===== src/pkg/rtccs_regs.vh =====
// Register offsets, bit positions, reset values and timing counts of the RTC control block
`ifndef RTCCS_REGS_VH
`define RTCCS_REGS_VH

// Byte locations
`define RTCCS_OFF_RATE_CTRL   8'h0a
`define RTCCS_OFF_TIME_CTRL   8'h0b
`define RTCCS_OFF_INT_FLAGS   8'h0c
`define RTCCS_OFF_PWR_STATUS  8'h0d
`define RTCCS_OFF_INT_STATUS  8'h0e
`define RTCCS_OFF_INT_MASK    8'h0f

// time_control bits
`define RTCCS_TC_HALT     7
`define RTCCS_TC_PIE      6
`define RTCCS_TC_AIE      5
`define RTCCS_TC_UIE      4
`define RTCCS_TC_RSVD     3
`define RTCCS_TC_BIN      2
`define RTCCS_TC_H24      1
`define RTCCS_TC_DST      0

// interrupt_flags bits
`define RTCCS_IF_IRQ      7
`define RTCCS_IF_PF       6
`define RTCCS_IF_AF       5
`define RTCCS_IF_UF       4

// power_status bit
`define RTCCS_PS_VALID    7

// Reset values
`define RTCCS_TC_RESET    8'h02
`define RTCCS_RATE_RESET  8'h26
`define RTCCS_MASK_RESET  8'h00

// Timing: update-in-progress window in us, 100 MHz clock
`define RTCCS_UIP_US      2444
`define RTCCS_CLK_MHZ     100
`define RTCCS_UIP_CYC     (`RTCCS_UIP_US * `RTCCS_CLK_MHZ)
// Shortest periodic interval 122.070 us, expressed in ns
`define RTCCS_TICK_NS     122070
`define RTCCS_CLK_NS      10
`define RTCCS_TICK_CYC    (`RTCCS_TICK_NS / `RTCCS_CLK_NS)
// One second in cycles
`define RTCCS_SEC_CYC     100000000

`endif


===== src/rtccs_periodic.v =====
// Periodic interrupt divider selected by the rate field
`timescale 1ns/100ps
`include "rtccs_regs.vh"
module rtccs_periodic #(
    parameter TICK_CYC = `RTCCS_TICK_CYC
) (
    // Clock and reset
    input  wire       mclk,
    input  wire       nrst,
    // Control
    input  wire [3:0] rate,
    // Event
    output reg        pulse_r
);
    reg  [31:0] pre_r;
    reg  [12:0] div_r;
    reg  [12:0] div_prev_r;
    wire        tick;
    reg  [3:0]  sel;
    wire        hit;

    assign tick = (pre_r == TICK_CYC - 1);

    // Bit k of the tick counter rises every 2^(k+1) ticks, so codes 4 to 15 use bit n-4; code 3 fires on every tick
    // Codes 1 and 2 fold onto the 3.9 ms and 7.8 ms taps
    always @* begin
        case (rate)
            4'h0:    sel = 4'h0;
            4'h1:    sel = 4'h4;
            4'h2:    sel = 4'h5;
            4'h3:    sel = 4'h0;
            default: sel = rate - 4'h4;
        endcase
    end

    assign hit = (rate != 4'h0) && tick &&
                 (rate == 4'h3 ? 1'b1 : (div_r[sel] & ~div_prev_r[sel]));

    always @(posedge mclk) begin
        if (!nrst) begin
            pre_r      <= 32'h0;
            div_r      <= 13'h0;
            div_prev_r <= 13'h0;
            pulse_r    <= 1'b0;
        end else begin
            pre_r   <= tick ? 32'h0 : pre_r + 32'h1;
            pulse_r <= hit;
            if (tick) begin
                div_prev_r <= div_r;
                div_r      <= div_r + 13'h1;
            end
        end
    end
endmodule


===== src/rtccs_update.v =====
// One-second update sequencer with update-in-progress window
`timescale 1ns/100ps
`include "rtccs_regs.vh"
module rtccs_update #(
    parameter SEC_CYC = `RTCCS_SEC_CYC,
    parameter UIP_CYC = `RTCCS_UIP_CYC
) (
    // Clock and reset
    input  wire mclk,
    input  wire nrst,
    // Control
    input  wire halt,
    // Status and events
    output reg  uip_r,
    output reg  upd_r
);
    reg [31:0] cnt_r;

    always @(posedge mclk) begin
        if (!nrst) begin
            cnt_r <= 32'h0;
            uip_r <= 1'b0;
            upd_r <= 1'b0;
        end else if (halt) begin
            cnt_r <= 32'h0;
            uip_r <= 1'b0;
            upd_r <= 1'b0;
        end else begin
            cnt_r <= (cnt_r == SEC_CYC - 1) ? 32'h0 : cnt_r + 32'h1;
            upd_r <= (cnt_r == SEC_CYC - 1);
            uip_r <= (cnt_r >= SEC_CYC - 1 - UIP_CYC) && (cnt_r != SEC_CYC - 1);
        end
    end
endmodule


===== src/rtccs_top.v =====
// Control and status registers of the real-time clock
//
// The address-and-strobe port was chosen for this implementation.
`timescale 1ns/100ps
`include "rtccs_regs.vh"
module rtccs_top #(
    parameter SEC_CYC = `RTCCS_SEC_CYC,
    parameter UIP_CYC = `RTCCS_UIP_CYC
) (
    // Clock and reset
    input  wire       mclk,
    input  wire       nrst,
    // Register port
    input  wire [7:0] addr,
    input  wire [7:0] wdata,
    input  wire       wr,
    input  wire       rd,
    output reg  [7:0] rdata_r,
    // Time keeping side
    input  wire       alarm_match,
    input  wire       pwr_good,
    input  wire       dst_fwd_day,
    input  wire       dst_back_day,
    output reg        halt_r,
    output reg        bin_mode_r,
    output reg        h24_mode_r,
    output reg        dst_fwd_r,
    output reg        dst_back_r,
    // Interrupts
    output reg        rtc_irq_r,
    output reg        irq_r
);
    reg  [7:0] tc_r;
    reg  [3:0] rate_r;
    reg  [2:0] flags_r;
    reg  [2:0] sts_r;
    reg  [2:0] mask_r;
    reg  [2:0] alarm_s_r;
    reg  [1:0] pwr_s_r;
    reg  [1:0] fwd_s_r;
    reg  [1:0] back_s_r;
    reg        fwd_d_r;
    reg        back_d_r;
    reg        pwr_lost_r;
    wire       alarm_ev;
    wire       per_ev;
    wire       upd_ev;
    wire       uip;
    wire       rd_flags;
    wire [2:0] ev;
    wire [2:0] flags_nxt;
    wire [2:0] sts_nxt;
    wire       irq_nxt;

    rtccs_periodic u_per (
        .mclk    (mclk),
        .nrst    (nrst),
        .rate    (rate_r),
        .pulse_r (per_ev)
    );

    rtccs_update #(
        .SEC_CYC (SEC_CYC),
        .UIP_CYC (UIP_CYC)
    ) u_upd (
        .mclk  (mclk),
        .nrst  (nrst),
        .halt  (tc_r[`RTCCS_TC_HALT]),
        .uip_r (uip),
        .upd_r (upd_ev)
    );

    // Alarm comes from the pin side; rising edge after synchroniser
    assign alarm_ev = alarm_s_r[1] & ~alarm_s_r[2];

    // Flag order {periodic, alarm, update}; flags set regardless of enables
    assign ev       = {per_ev, alarm_ev, upd_ev};
    assign rd_flags = rd && (addr == `RTCCS_OFF_INT_FLAGS);
    // Set wins over the read-clear so an event in the read cycle survives
    assign flags_nxt = (rd_flags ? 3'h0 : flags_r) | ev;
    assign irq_nxt   = |(flags_nxt & {tc_r[`RTCCS_TC_PIE], tc_r[`RTCCS_TC_AIE],
                                     tc_r[`RTCCS_TC_UIE]});
    assign sts_nxt   = (sts_r & ~((wr && addr == `RTCCS_OFF_INT_STATUS) ?
                                  wdata[6:4] : 3'h0)) | ev;

    always @(posedge mclk) begin
        if (!nrst) begin
            tc_r       <= `RTCCS_TC_RESET;
            rate_r     <= 4'h6;
            flags_r    <= 3'h0;
            sts_r      <= 3'h0;
            mask_r     <= 3'h0;
            alarm_s_r  <= 3'h0;
            // Idle level of a good supply, so leaving reset invents no power loss
            pwr_s_r    <= 2'h3;
            fwd_s_r    <= 2'h0;
            back_s_r   <= 2'h0;
            fwd_d_r    <= 1'b0;
            back_d_r   <= 1'b0;
            pwr_lost_r <= 1'b0;
            rdata_r    <= 8'h00;
            halt_r     <= 1'b0;
            bin_mode_r <= 1'b0;
            h24_mode_r <= 1'b1;
            dst_fwd_r  <= 1'b0;
            dst_back_r <= 1'b0;
            rtc_irq_r  <= 1'b0;
            irq_r      <= 1'b0;
        end else begin
            alarm_s_r <= {alarm_s_r[1:0], alarm_match};
            pwr_s_r   <= {pwr_s_r[0], pwr_good};
            fwd_s_r   <= {fwd_s_r[0], dst_fwd_day};
            back_s_r  <= {back_s_r[0], dst_back_day};
            fwd_d_r   <= fwd_s_r[1];
            back_d_r  <= back_s_r[1];
            // Sticky until the power bit is read, so a brownout is never missed
            if (!pwr_s_r[1])
                pwr_lost_r <= 1'b1;
            else if (rd && addr == `RTCCS_OFF_PWR_STATUS)
                pwr_lost_r <= 1'b0;
            if (wr) begin
                case (addr)
                    `RTCCS_OFF_RATE_CTRL: rate_r <= wdata[3:0];
                    `RTCCS_OFF_TIME_CTRL: tc_r   <= wdata & 8'hf7;
                    `RTCCS_OFF_INT_MASK:  mask_r <= wdata[6:4];
                    default: ;
                endcase
            end
            flags_r    <= flags_nxt;
            sts_r      <= sts_nxt;
            rtc_irq_r  <= irq_nxt;
            irq_r      <= |(sts_nxt & mask_r);
            halt_r     <= tc_r[`RTCCS_TC_HALT];
            bin_mode_r <= tc_r[`RTCCS_TC_BIN];
            h24_mode_r <= tc_r[`RTCCS_TC_H24];
            // Day strobes from the calendar qualify the hour-change pulses
            dst_fwd_r  <= tc_r[`RTCCS_TC_DST] & fwd_s_r[1] & ~fwd_d_r;
            dst_back_r <= tc_r[`RTCCS_TC_DST] & back_s_r[1] & ~back_d_r;
            rdata_r    <= 8'h00;
            if (rd) begin
                case (addr)
                    `RTCCS_OFF_RATE_CTRL:  rdata_r <= {uip, 3'h2, rate_r};
                    `RTCCS_OFF_TIME_CTRL:  rdata_r <= tc_r;
                    `RTCCS_OFF_INT_FLAGS:  rdata_r <= {rtc_irq_r, flags_r, 4'h0};
                    `RTCCS_OFF_PWR_STATUS: rdata_r <= {~pwr_lost_r, 7'h00};
                    `RTCCS_OFF_INT_STATUS: rdata_r <= {1'b0, sts_r, 4'h0};
                    `RTCCS_OFF_INT_MASK:   rdata_r <= {1'b0, mask_r, 4'h0};
                    default:               rdata_r <= 8'h00;
                endcase
            end
        end
    end
endmodule


===== config.mk =====
export PLATFORM = sky130hd
export DESIGN_NAME = rtccs_top
export DESIGN_NICKNAME = d
export VERILOG_FILES = /design/src/rtccs_periodic.v /design/src/rtccs_update.v /design/src/rtccs_top.v
export VERILOG_INCLUDE_DIRS = /design/src /design/src/pkg
export SDC_FILE = /design/constraint.sdc
export NUM_CORES = 1
export LEC_CHECK = 0
export ABC_AREA = 1
export CAP_MARGIN = 20
export CORE_MARGIN = 1
export CORE_UTILIZATION = 45
export DETAILED_ROUTE_END_ITERATION = 8
export DONT_BUFFER_PORTS = 1
export SLEW_MARGIN = 20
export SYNTH_ARGS = -nofsm -noshare
export SYNTH_HDL_FRONTEND = slang
export SYNTH_SLANG_ARGS = --single-unit

===== constraint.sdc =====
create_clock -name mclk -period 3.6 [get_ports mclk]
set_clock_uncertainty 0.15 [all_clocks]
set_input_delay 0.72 -clock mclk [delete_from_list [all_inputs] [get_ports mclk]]
set_output_delay 0.72 -clock mclk [all_outputs]
set_load 0.03 [all_outputs]

Word-level counts from Yosys, hierarchy flattened
Index checks and enable logic that the tools add are counted.

Register bits: 140. Input port bits: 24. Output and inout bits: 15. Word-level logic and storage cells: 93.

Add/sub/neg operators: 4. $lt $le $gt $ge: 2. Equal/unequal tests: 13. Mux-type cells: 11. Bitwise logic cells: 18. Reduce and logical (&&, ||, !) cells: 18.

Operators by type and width (count): $add A32 B1 Y32 const B (2); $eq A8 B4 Y1 const B (6); $pmux W8 S6 (1); $eq A32 B14 Y1 const B (1); $eq A32 B27 Y1 const B (1); $ge A32 B27 Y1 const B (1); $ne A32 B27 Y1 const B (1); $add A13 B1 Y13 const B (1); $pmux W4 S3 (1); $and A3 B3 Y3 (3); $reduce_or A3 Y1 (3); $bmux W1 S4 (2); $eq A4 B2 Y1 const B (2); $reduce_and A2 Y1 (4); $and A1 B1 Y1 (6); $logic_and A1 B1 Y1 (6); $mux W3 (2); $not A1 Y1 (6); $or A3 B3 Y3 (2); $reduce_or A2 Y1 (3); $lt A4 B5 Y1 const B (1); $mux W1 (5); $eq A4 B1 Y1 const B (1); $logic_not A4 Y1 (1); 4 further kinds (4).

Logic depth before layout (Yosys ltp)
Gate-level depths: netlist (run 1).

Word-level depth: 9. Gate-level depth with buffers: 13. Mapped depth without buffers: 13.

Cells and area by module
From an unflattened synthesis (run 1), not the netlist that was laid out.

Cell total of the unflattened synthesis: 1063. Area total of the unflattened synthesis: 7191.9 um^2.

By module, submodules not included: rtccs_periodic (times used 1, cells an instance 505, area each 3378.2 um^2, seq. area each 1141.1 um^2); rtccs_update (times used 1, cells an instance 323, area each 1978.1 um^2, seq. area each 680.7 um^2); rtccs_top (times used 1, cells an instance 235, area each 1835.5 um^2, seq. area each 940.9 um^2).

Least setup slack after synthesis (run 1)
No wires, ideal clock.

Path kind: in2reg. Start: input port addr[7]. End: register mask_r[2]. Library setup time: 0.132 ns. Data arrival time: 1.621 ns. Required time: 3.318 ns. Slack: 1.697 ns. Stages on the path: 8. Path buffers: 0. Cell sequence: nor2_1 -> nand3_1 -> nor2_1 -> inv_1 -> nor2_1 -> nand2_1 -> nand2_1 -> a21oi_1.

Word-level cells in the longest chain between the ends: 2.

RTL lines: start: declaration (line rtccs_top.v:14) `input wire [7:0] addr,`; $eq A8 B4 Y1 (line rtccs_top.v:122) `case (addr)`; $reduce_and A2 Y1 (no line); end signal: assignment (line rtccs_top.v:125) `` `RTCCS_OFF_INT_MASK: mask_r <= wdata[6:4]; ``; end: declaration (line rtccs_top.v:37) `reg [2:0] mask_r;`.

No other way between the ends. A chain may end at the register's enable or synchronous reset.

Worst setup path after layout (run 1)
Start: register u_per.pre_r[8]. End: register u_per.div_r[0].

Word-level cells in the longest chain between the ends: 1.

RTL lines: start: declaration (line rtccs_periodic.v:15) `reg [31:0] pre_r;`; start signal: assignment (line rtccs_periodic.v:46) `pre_r <= tick ? 32'h0 : pre_r + 32'h1;`; $eq A32 B14 Y1 (line rtccs_periodic.v:22) `assign tick = (pre_r == TICK_CYC - 1);`; end signal: assignment (line rtccs_periodic.v:50) `div_r <= div_r + 13'h1;`; end: declaration (line rtccs_periodic.v:16) `reg [12:0] div_r;`.

No other way between the ends.

==> key figures, run 1 <==
Floorplan
  – Ports: 39
  – Row cnt: 45
  – Core Area: 15400 um^2
  – Initial Util: 46.5%
  – Die height: 128 um
  – Die X-Extent: 128 um
  – Die area: 16400 um^2

Placement
  – GPL Wtd Cong: 0.873
  – I/O Buffers: 0
  – Minimum setup slack after placement: 1.32 ns
  – Post-detail-place hpwl: 11.9 mm
  – Post-DP Area: 7310 um^2
  – Post-Place Cells: 1202

STA
  – Final Max Slew Viols: 0
  – Final Setup Violations: 0
  – Crit share post-route: 63.2%
  – Hold Fails Final Rpt: 0
  – Slew headroom: 46.1%
  – Minimum clock period: 2.28 ns
  – Actual slew at the worst max-slew pin: 0.806 ns
  – Fmax: 439 MHz
  – Setup TNS: 0 ns
  – Unrepaired setup endpoints after global routing: no
  – Final worst setup slack: 1.32 ns

Yosys
  – Mapped cell area: 7150 um^2
  – Synth cell count leaders: 217 x nand2_1, 146 x inv_1, 140 x dfxtp_1
  – Post-synthesis adder-cell area fraction: 1.05%
  – Largest cells by area after synthesis: dfxtp_1 39%, nand2_1 11%, inv_1 7.7%, nor2_1 5.6%, nand3_1 5.2%
  – Post-synth top flop: dfxtp_1
  – Main combinational cell family by area after synthesis: simple AND/OR/NAND/NOR gates
  – Count leader, synth: nand2_1
  – Seq cells post-synth: 140
  – Sequential area share after synthesis: 39.2%
  – Yosys top cell area share: 39.2%
  – Dominant cell type by area after synthesis: dfxtp_1
  – Number of synthesized flops with an enable pin: 0
  – Avg Cell Area, Syn: 7.10 um^2
  – Post-synthesis async set-or-reset flop share: 0%
  – Syn Nets: 1037
  – Simple-Gate Fraction of Synth Area: 37.8%
  – XOR/XNOR Fraction of Synth Area: 3.06%
  – Synth Instances: 1007
  – Mux contribution to synthesized area: 0%
  – Ys Warns: 0
  – Synth unique cells: 43
  – Post-synthesis compound-gate area fraction: 9.29%

Pwr
  – Total Power: 3.34 mW
  – Leak: 3.04 nW
  – Worst VDD drop: 0.355 mV
  – Power per Cell Area: 423 nW/um^2

Drt
  – DR pass1 iterations: 5
  – Via density: 5.03
  – Number of vias in the routed layout: 6207
  – Routed Antenna Nets: 0
  – DR iter-0 viols: 440
  – Remaining DRCs: 0
  – Final WL: 16.2 mm
  – WL per Instance: 13.1 um

Setup path
  – Crit path top cell by count: nand2_2
  – Worst-case reg-to-reg path depth: 10
  – Slowest CP cell: nand2_2
  – Crit-path cells: nand2_2 -> inv_2 -> nand3_2 -> nor3_2 -> nand3_1 -> buf_4 -> nand2_2 -> nand2_1 -> o21ai_0 -> inv_1
  – Crit Path Class: flop to flop
  – Worst Setup End Kind: flop
  – CP startpoint kind: flop
  – CP max FO: 37
  – Critical path required time: 3.77 ns
  – Delay of the slowest critical-path stage: 0.62 ns
  – Crit path arrival time: 2.45 ns

Worst hold path
  – Hold Path Cell Cnt: 1
  – HP Class: input port to flop

GRT
  – GRT overflow: 0
  – GRT Overall Usage: 20.9%
  – Largest net degree at the start of global routing: 41
  – Initial antenna violation count: 0
  – First-pass GRT wire length: 27.1 mm
  – Vias in the first global route: 5616

CTS
  – Clk slew on worst S/H paths: 0.06 ns
  – Sinks on the clock net: 140
  – Worst-case clock buffer depth: 2
  – Clock latency on the worst-skew pair: 0.42 ns
  – CTS Hold Bufs: 0
  – Setup Fix Bufs, Post-CTS: 0
  – H-tree levels: 4
  – Total CTS buffers: 17
  – CTS tree: done
  – Clk root buf: clkbuf_16
  – # resized after CTS: 0

Layout
  – # fillers: 1533
  – Ant diodes: 0
  – Final instance area: 7890 um^2
  – Non-Filler Instances: 1234
  – Layout cells sized above 1: 11.9%
  – Fin nets: 1040
  – Layout area overhead: 10.3%

Run
  – MaxCap Viol Count: 0

Status
  – Status: complete, no violations
==> routing by layer <==
layer	track usage, %	part of all wire, %	vias up
met1	29.6	50	2777
li1	-	-	3265
met2	31.4	44	145
met4	6.51	1.3	0
met3	4.59	5.3	20
met5	0	0	-
==> where the power goes <==
part	switching [mW]	leakage, nW	internal, mW
clock network	0.741	0.274	0.974
logic	0.0378	1.63	0.0141
registers	0.00662	1.13	1.56
total	0.785	3.04	2.55
==> critical path: cells and delay by family, from the launching register on <==
family,cells,cell delay (ns)
compound gates,1,0.10
buf+inv,3,0.34
flops,1,0.39
simple gates,6,1.19
==> cell type report <==
class / count / area (um^2) / area share, %
multi-input combinational: 697 / 3660 / 46.4
sequential: 140 / 2800 / 35.5
inverter: 153 / 576 / 7.29
clock buffer: 17 / 425 / 5.39
tap: 211 / 264 / 3.35
clock inverter: 15 / 154 / 1.95
timing repair buffer: 1 / 7.51 / 0.0951
==> through the flow <==
step	hold slack [ns]	util (%)
final	0.235	51.3
after global routing	0.217	51.3
after global placement	0.231	47.6
after detailed placement	0.241	47.6
after CTS	0.208	51.3
after floorplan	0.225	-
==> logic make-up (layout without fill, tap and decap cells) <==
kind of cell / Yosys count / in the layout
flops: 140 / 140
buf+inv: 170 / 186
xor+xnor: 25 / 25
compound gates: 111 / 111
simple gates: 555 / 555
fa+ha+maj: 6 / 6
==> flip-flops by register name, summed over array words and instances, names as in the netlist, 2 cells and up <==
signal / cells
u_per.div_r: 13
flags_r: 3
sts_r: 3
u_per.div_prev_r: 13
rate_r: 4
u_per.pre_r: 32
pwr_s_r: 2
rdata_r: 8
mask_r: 3
u_upd.cnt_r: 32
back_s_r: 2
tc_r: 7
fwd_s_r: 2
alarm_s_r: 3
==> cells in the final DEF (no fill, tap or decap), types with 5 or more instances in the layout <==
cell       count
o21ai_1        7
nand2_4        5
nand3_1       75
clkbuf_16     17
nand4_1       28
nor2_1       107
nor3_2        17
o211ai_1       6
dfxtp_1      140
inv_2          6
nor3_1        44
or2_2         10
a21oi_1       53
nor2_4         7
a21oi_2       11
xor2_1        23
nand2_2       11
nor4_1         9
ha_1           6
inv_1        146
o21ai_0       22
nand2_1      217
nor2_2         5
==> path summary, 6_finish.rpt <==
check	start	end	slack, ns
min	nrst	h24_mode_r	0.24
min reg2reg	back_d_r	dst_back_r	0.25
max	u_per.pre_r[8]	u_per.div_r[0]	1.32
max reg2reg	u_per.pre_r[8]	u_per.div_r[0]	1.32
No activity file was read; power rests on OpenSTA's default activity.
==> run 2, diff against run 1 <==
clock period = 1.95 ns   (was 3.6 ns; I/O delays follow)
==> key figures, run 2 (synthesis results as in run 1) <==
Placement
  – GPL Wtd Cong: 0.862 (-1.2%)
  – I/O Buffers: 0 (unchanged)
  – Minimum setup slack after placement: -0.0120 ns (-1.33 ns)
  – Post-detail-place hpwl: 12.4 mm (+4.6%)

STA
  – Final hold slack: 0.0216 ns (-0.214 ns)
  – Setup TNS: 0 ns (unchanged)
  – Minimum clock period: 1.83 ns (-0.442 ns)
  – Final Max Slew Viols: 0 (unchanged)
  – Unrepaired setup endpoints after global routing: yes
  – Actual slew at the worst max-slew pin: 0.755 ns (-0.0505 ns)
  – Final Setup Violations: 0 (unchanged)
  – Fmax: 545 MHz (+24%)
  – Crit share post-route: 94.1% (+31 points)
  – Slew headroom: 49.4% (+3.3 points)
  – Final worst setup slack: 0.116 ns (-1.21 ns)
  – Hold Fails Final Rpt: 0 (unchanged)

Setup path
  – Crit Path Class: flop to flop
  – CP startpoint kind: flop
  – Worst Setup End Kind: flop
  – Crit path arrival time: 2.00 ns (-0.45 ns)
  – CP max FO: 4 (-89%)
  – Critical path required time: 2.11 ns (-1.66 ns)

CTS
  – Sinks on the clock net: 140 (unchanged)
  – Worst-case clock buffer depth: 2 (unchanged)
  – Setup Fix Bufs, Post-CTS: 0 (unchanged)
  – Total CTS buffers: 17 (unchanged)
  – H-tree levels: 4 (unchanged)
  – Clock latency on the worst-skew pair: 0.42 ns (about the same)
  – Clk root buf: clkbuf_16
  – Clk slew on worst S/H paths: 0.06 ns (about the same)
  – CTS tree: done

Floorplan
  – Initial Util: 46.5% (unchanged)
  – Core Area: 15400 um^2 (unchanged)
  – Die X-Extent: 128 um (unchanged)
  – Die area: 16400 um^2 (unchanged)
  – Die height: 128 um (unchanged)
  – Row cnt: 45 (unchanged)
  – Ports: 39 (unchanged)

Pwr
  – Power per Cell Area: 749 nW/um^2 (+77%)
  – Leak: 3.34 nW (+10%)
  – Worst VDD drop: 0.607 mV (+71%)
  – Total Power: 6.30 mW (+89%)

Drt
  – Final WL: 16.9 mm (+4.4%)
  – Routed Antenna Nets: 0 (unchanged)
  – Remaining DRCs: 0 (unchanged)
  – DR iter-0 viols: 495 (+13%)
  – Via density: 5.05 (+0.42%)
  – Number of vias in the routed layout: 6445 (+3.8%)
  – WL per Instance: 13.3 um (+0.99%)
  – DR pass1 iterations: 5 (unchanged)

Layout
  – Commonest non-fill, non-tap cells in the layout: 215 x nand2_1, 146 x inv_1, 138 x dfxtp_1, 105 x nor2_1, 73 x nand3_1
  – Largest regs: u_per.pre_r x32, u_upd.cnt_r x32
  – Layout area overhead: 17.7%
  – FF/Latch Area: 2810 um^2 (about the same)
  – Multi-input gate area: 3760 um^2 (+2.8%)
  – Fin nets: 1082 (+4.0%)
  – Most common cell after layout, fill and taps aside: nand2_1
  – Ant diodes: 0 (unchanged)
  – Layout cells sized above 1: 15.7% (+3.8 points)
  – # fillers: 1504 (-1.9%)

GRT
  – GRT overflow: 0 (unchanged)
  – Vias in the first global route: 5752 (+2.4%)
  – First-pass GRT wire length: 28.2 mm (+4.1%)
  – Largest net degree at the start of global routing: 37 (-9.8%)
  – GRT Overall Usage: 21.7% (+0.78 points)
  – Initial antenna violation count: 0 (unchanged)

Status
  – Status: complete, no violations

Worst hold path
  – HP Class: input port to flop

Run
  – MaxCap Viol Count: 0 (unchanged)
run 2: path summary, 6_finish.rpt:
check	startpoint	to	slack [ns]	depth (start not counted)
max reg2reg	rate_r[2]	u_per.pulse_r	0.12	10
min reg2reg	fwd_d_r	dst_fwd_r	0.24	1
max	rate_r[2]	u_per.pulse_r	0.12	10
min	wdata[6]	sts_r[2]	0.02	3
run 2: final cells by class:
cell class | count | share of cell area (%)
inverter | 153 | 6.84
tap | 211 | 3.14
clock inverter | 15 | 2.02
timing repair buffer | 43 | 4.93
sequential | 140 | 33.3
multi-input combinational | 697 | 44.7
clock buffer | 17 | 5.05
run 2: metal layers:
| layer | part of all wire [%] | wire length, um | vias up | GRT usage, % |
|---|---|---|---|---|
| li1 | - | - | 3353 | - |
| met1 | 49 | 8370 | 2954 | 30.6 |
| met2 | 45 | 7540 | 128 | 32.8 |
| met3 | 5.1 | 871 | 10 | 5.30 |
| met4 | 0.87 | 148 | 0 | 5.67 |
| met5 | 0 | 0 | - | 0 |
run 2: worst max-delay path, stage by stage, from the launching register on:
cell,delay [ns]
dfxtp_1,0.33
inv_1,0.08
ha_1,0.25
nand2_1,0.19
nand2_1,0.08
nor2_1,0.18
nor2_4,0.06
inv_1,0.08
nand3_1,0.08
a21oi_1,0.18
a21oi_2,0.08
run 2: timing repair:
item / 4_1_cts / 5_1_grt
endpoints found under the setup margin: 2 / 53
hold buffers: 12 / 1
gates resized for setup: 1 / 23
hold endpoints to repair: 42 / 1
pin swaps: 0 / 2
run 2: metrics by stage:
step           area, um^2  utilization (%)  cells
3_3_place_gp         7580             49.3   1231
4_1_cts              8310             54.1   1275
6_report             8420             54.8   1276
5_1_grt              8420             54.8   1276
2_1_floorplan        7150                -   1007
3_5_place_dp         7580             49.3   1231
run 2: power by group:
group	total [mW]	switching, mW	internal, mW
combinational	0.158	0.0950	0.0629
sequential	2.90	0.0124	2.88
clock	3.25	1.42	1.83
total	6.30	1.53	4.78
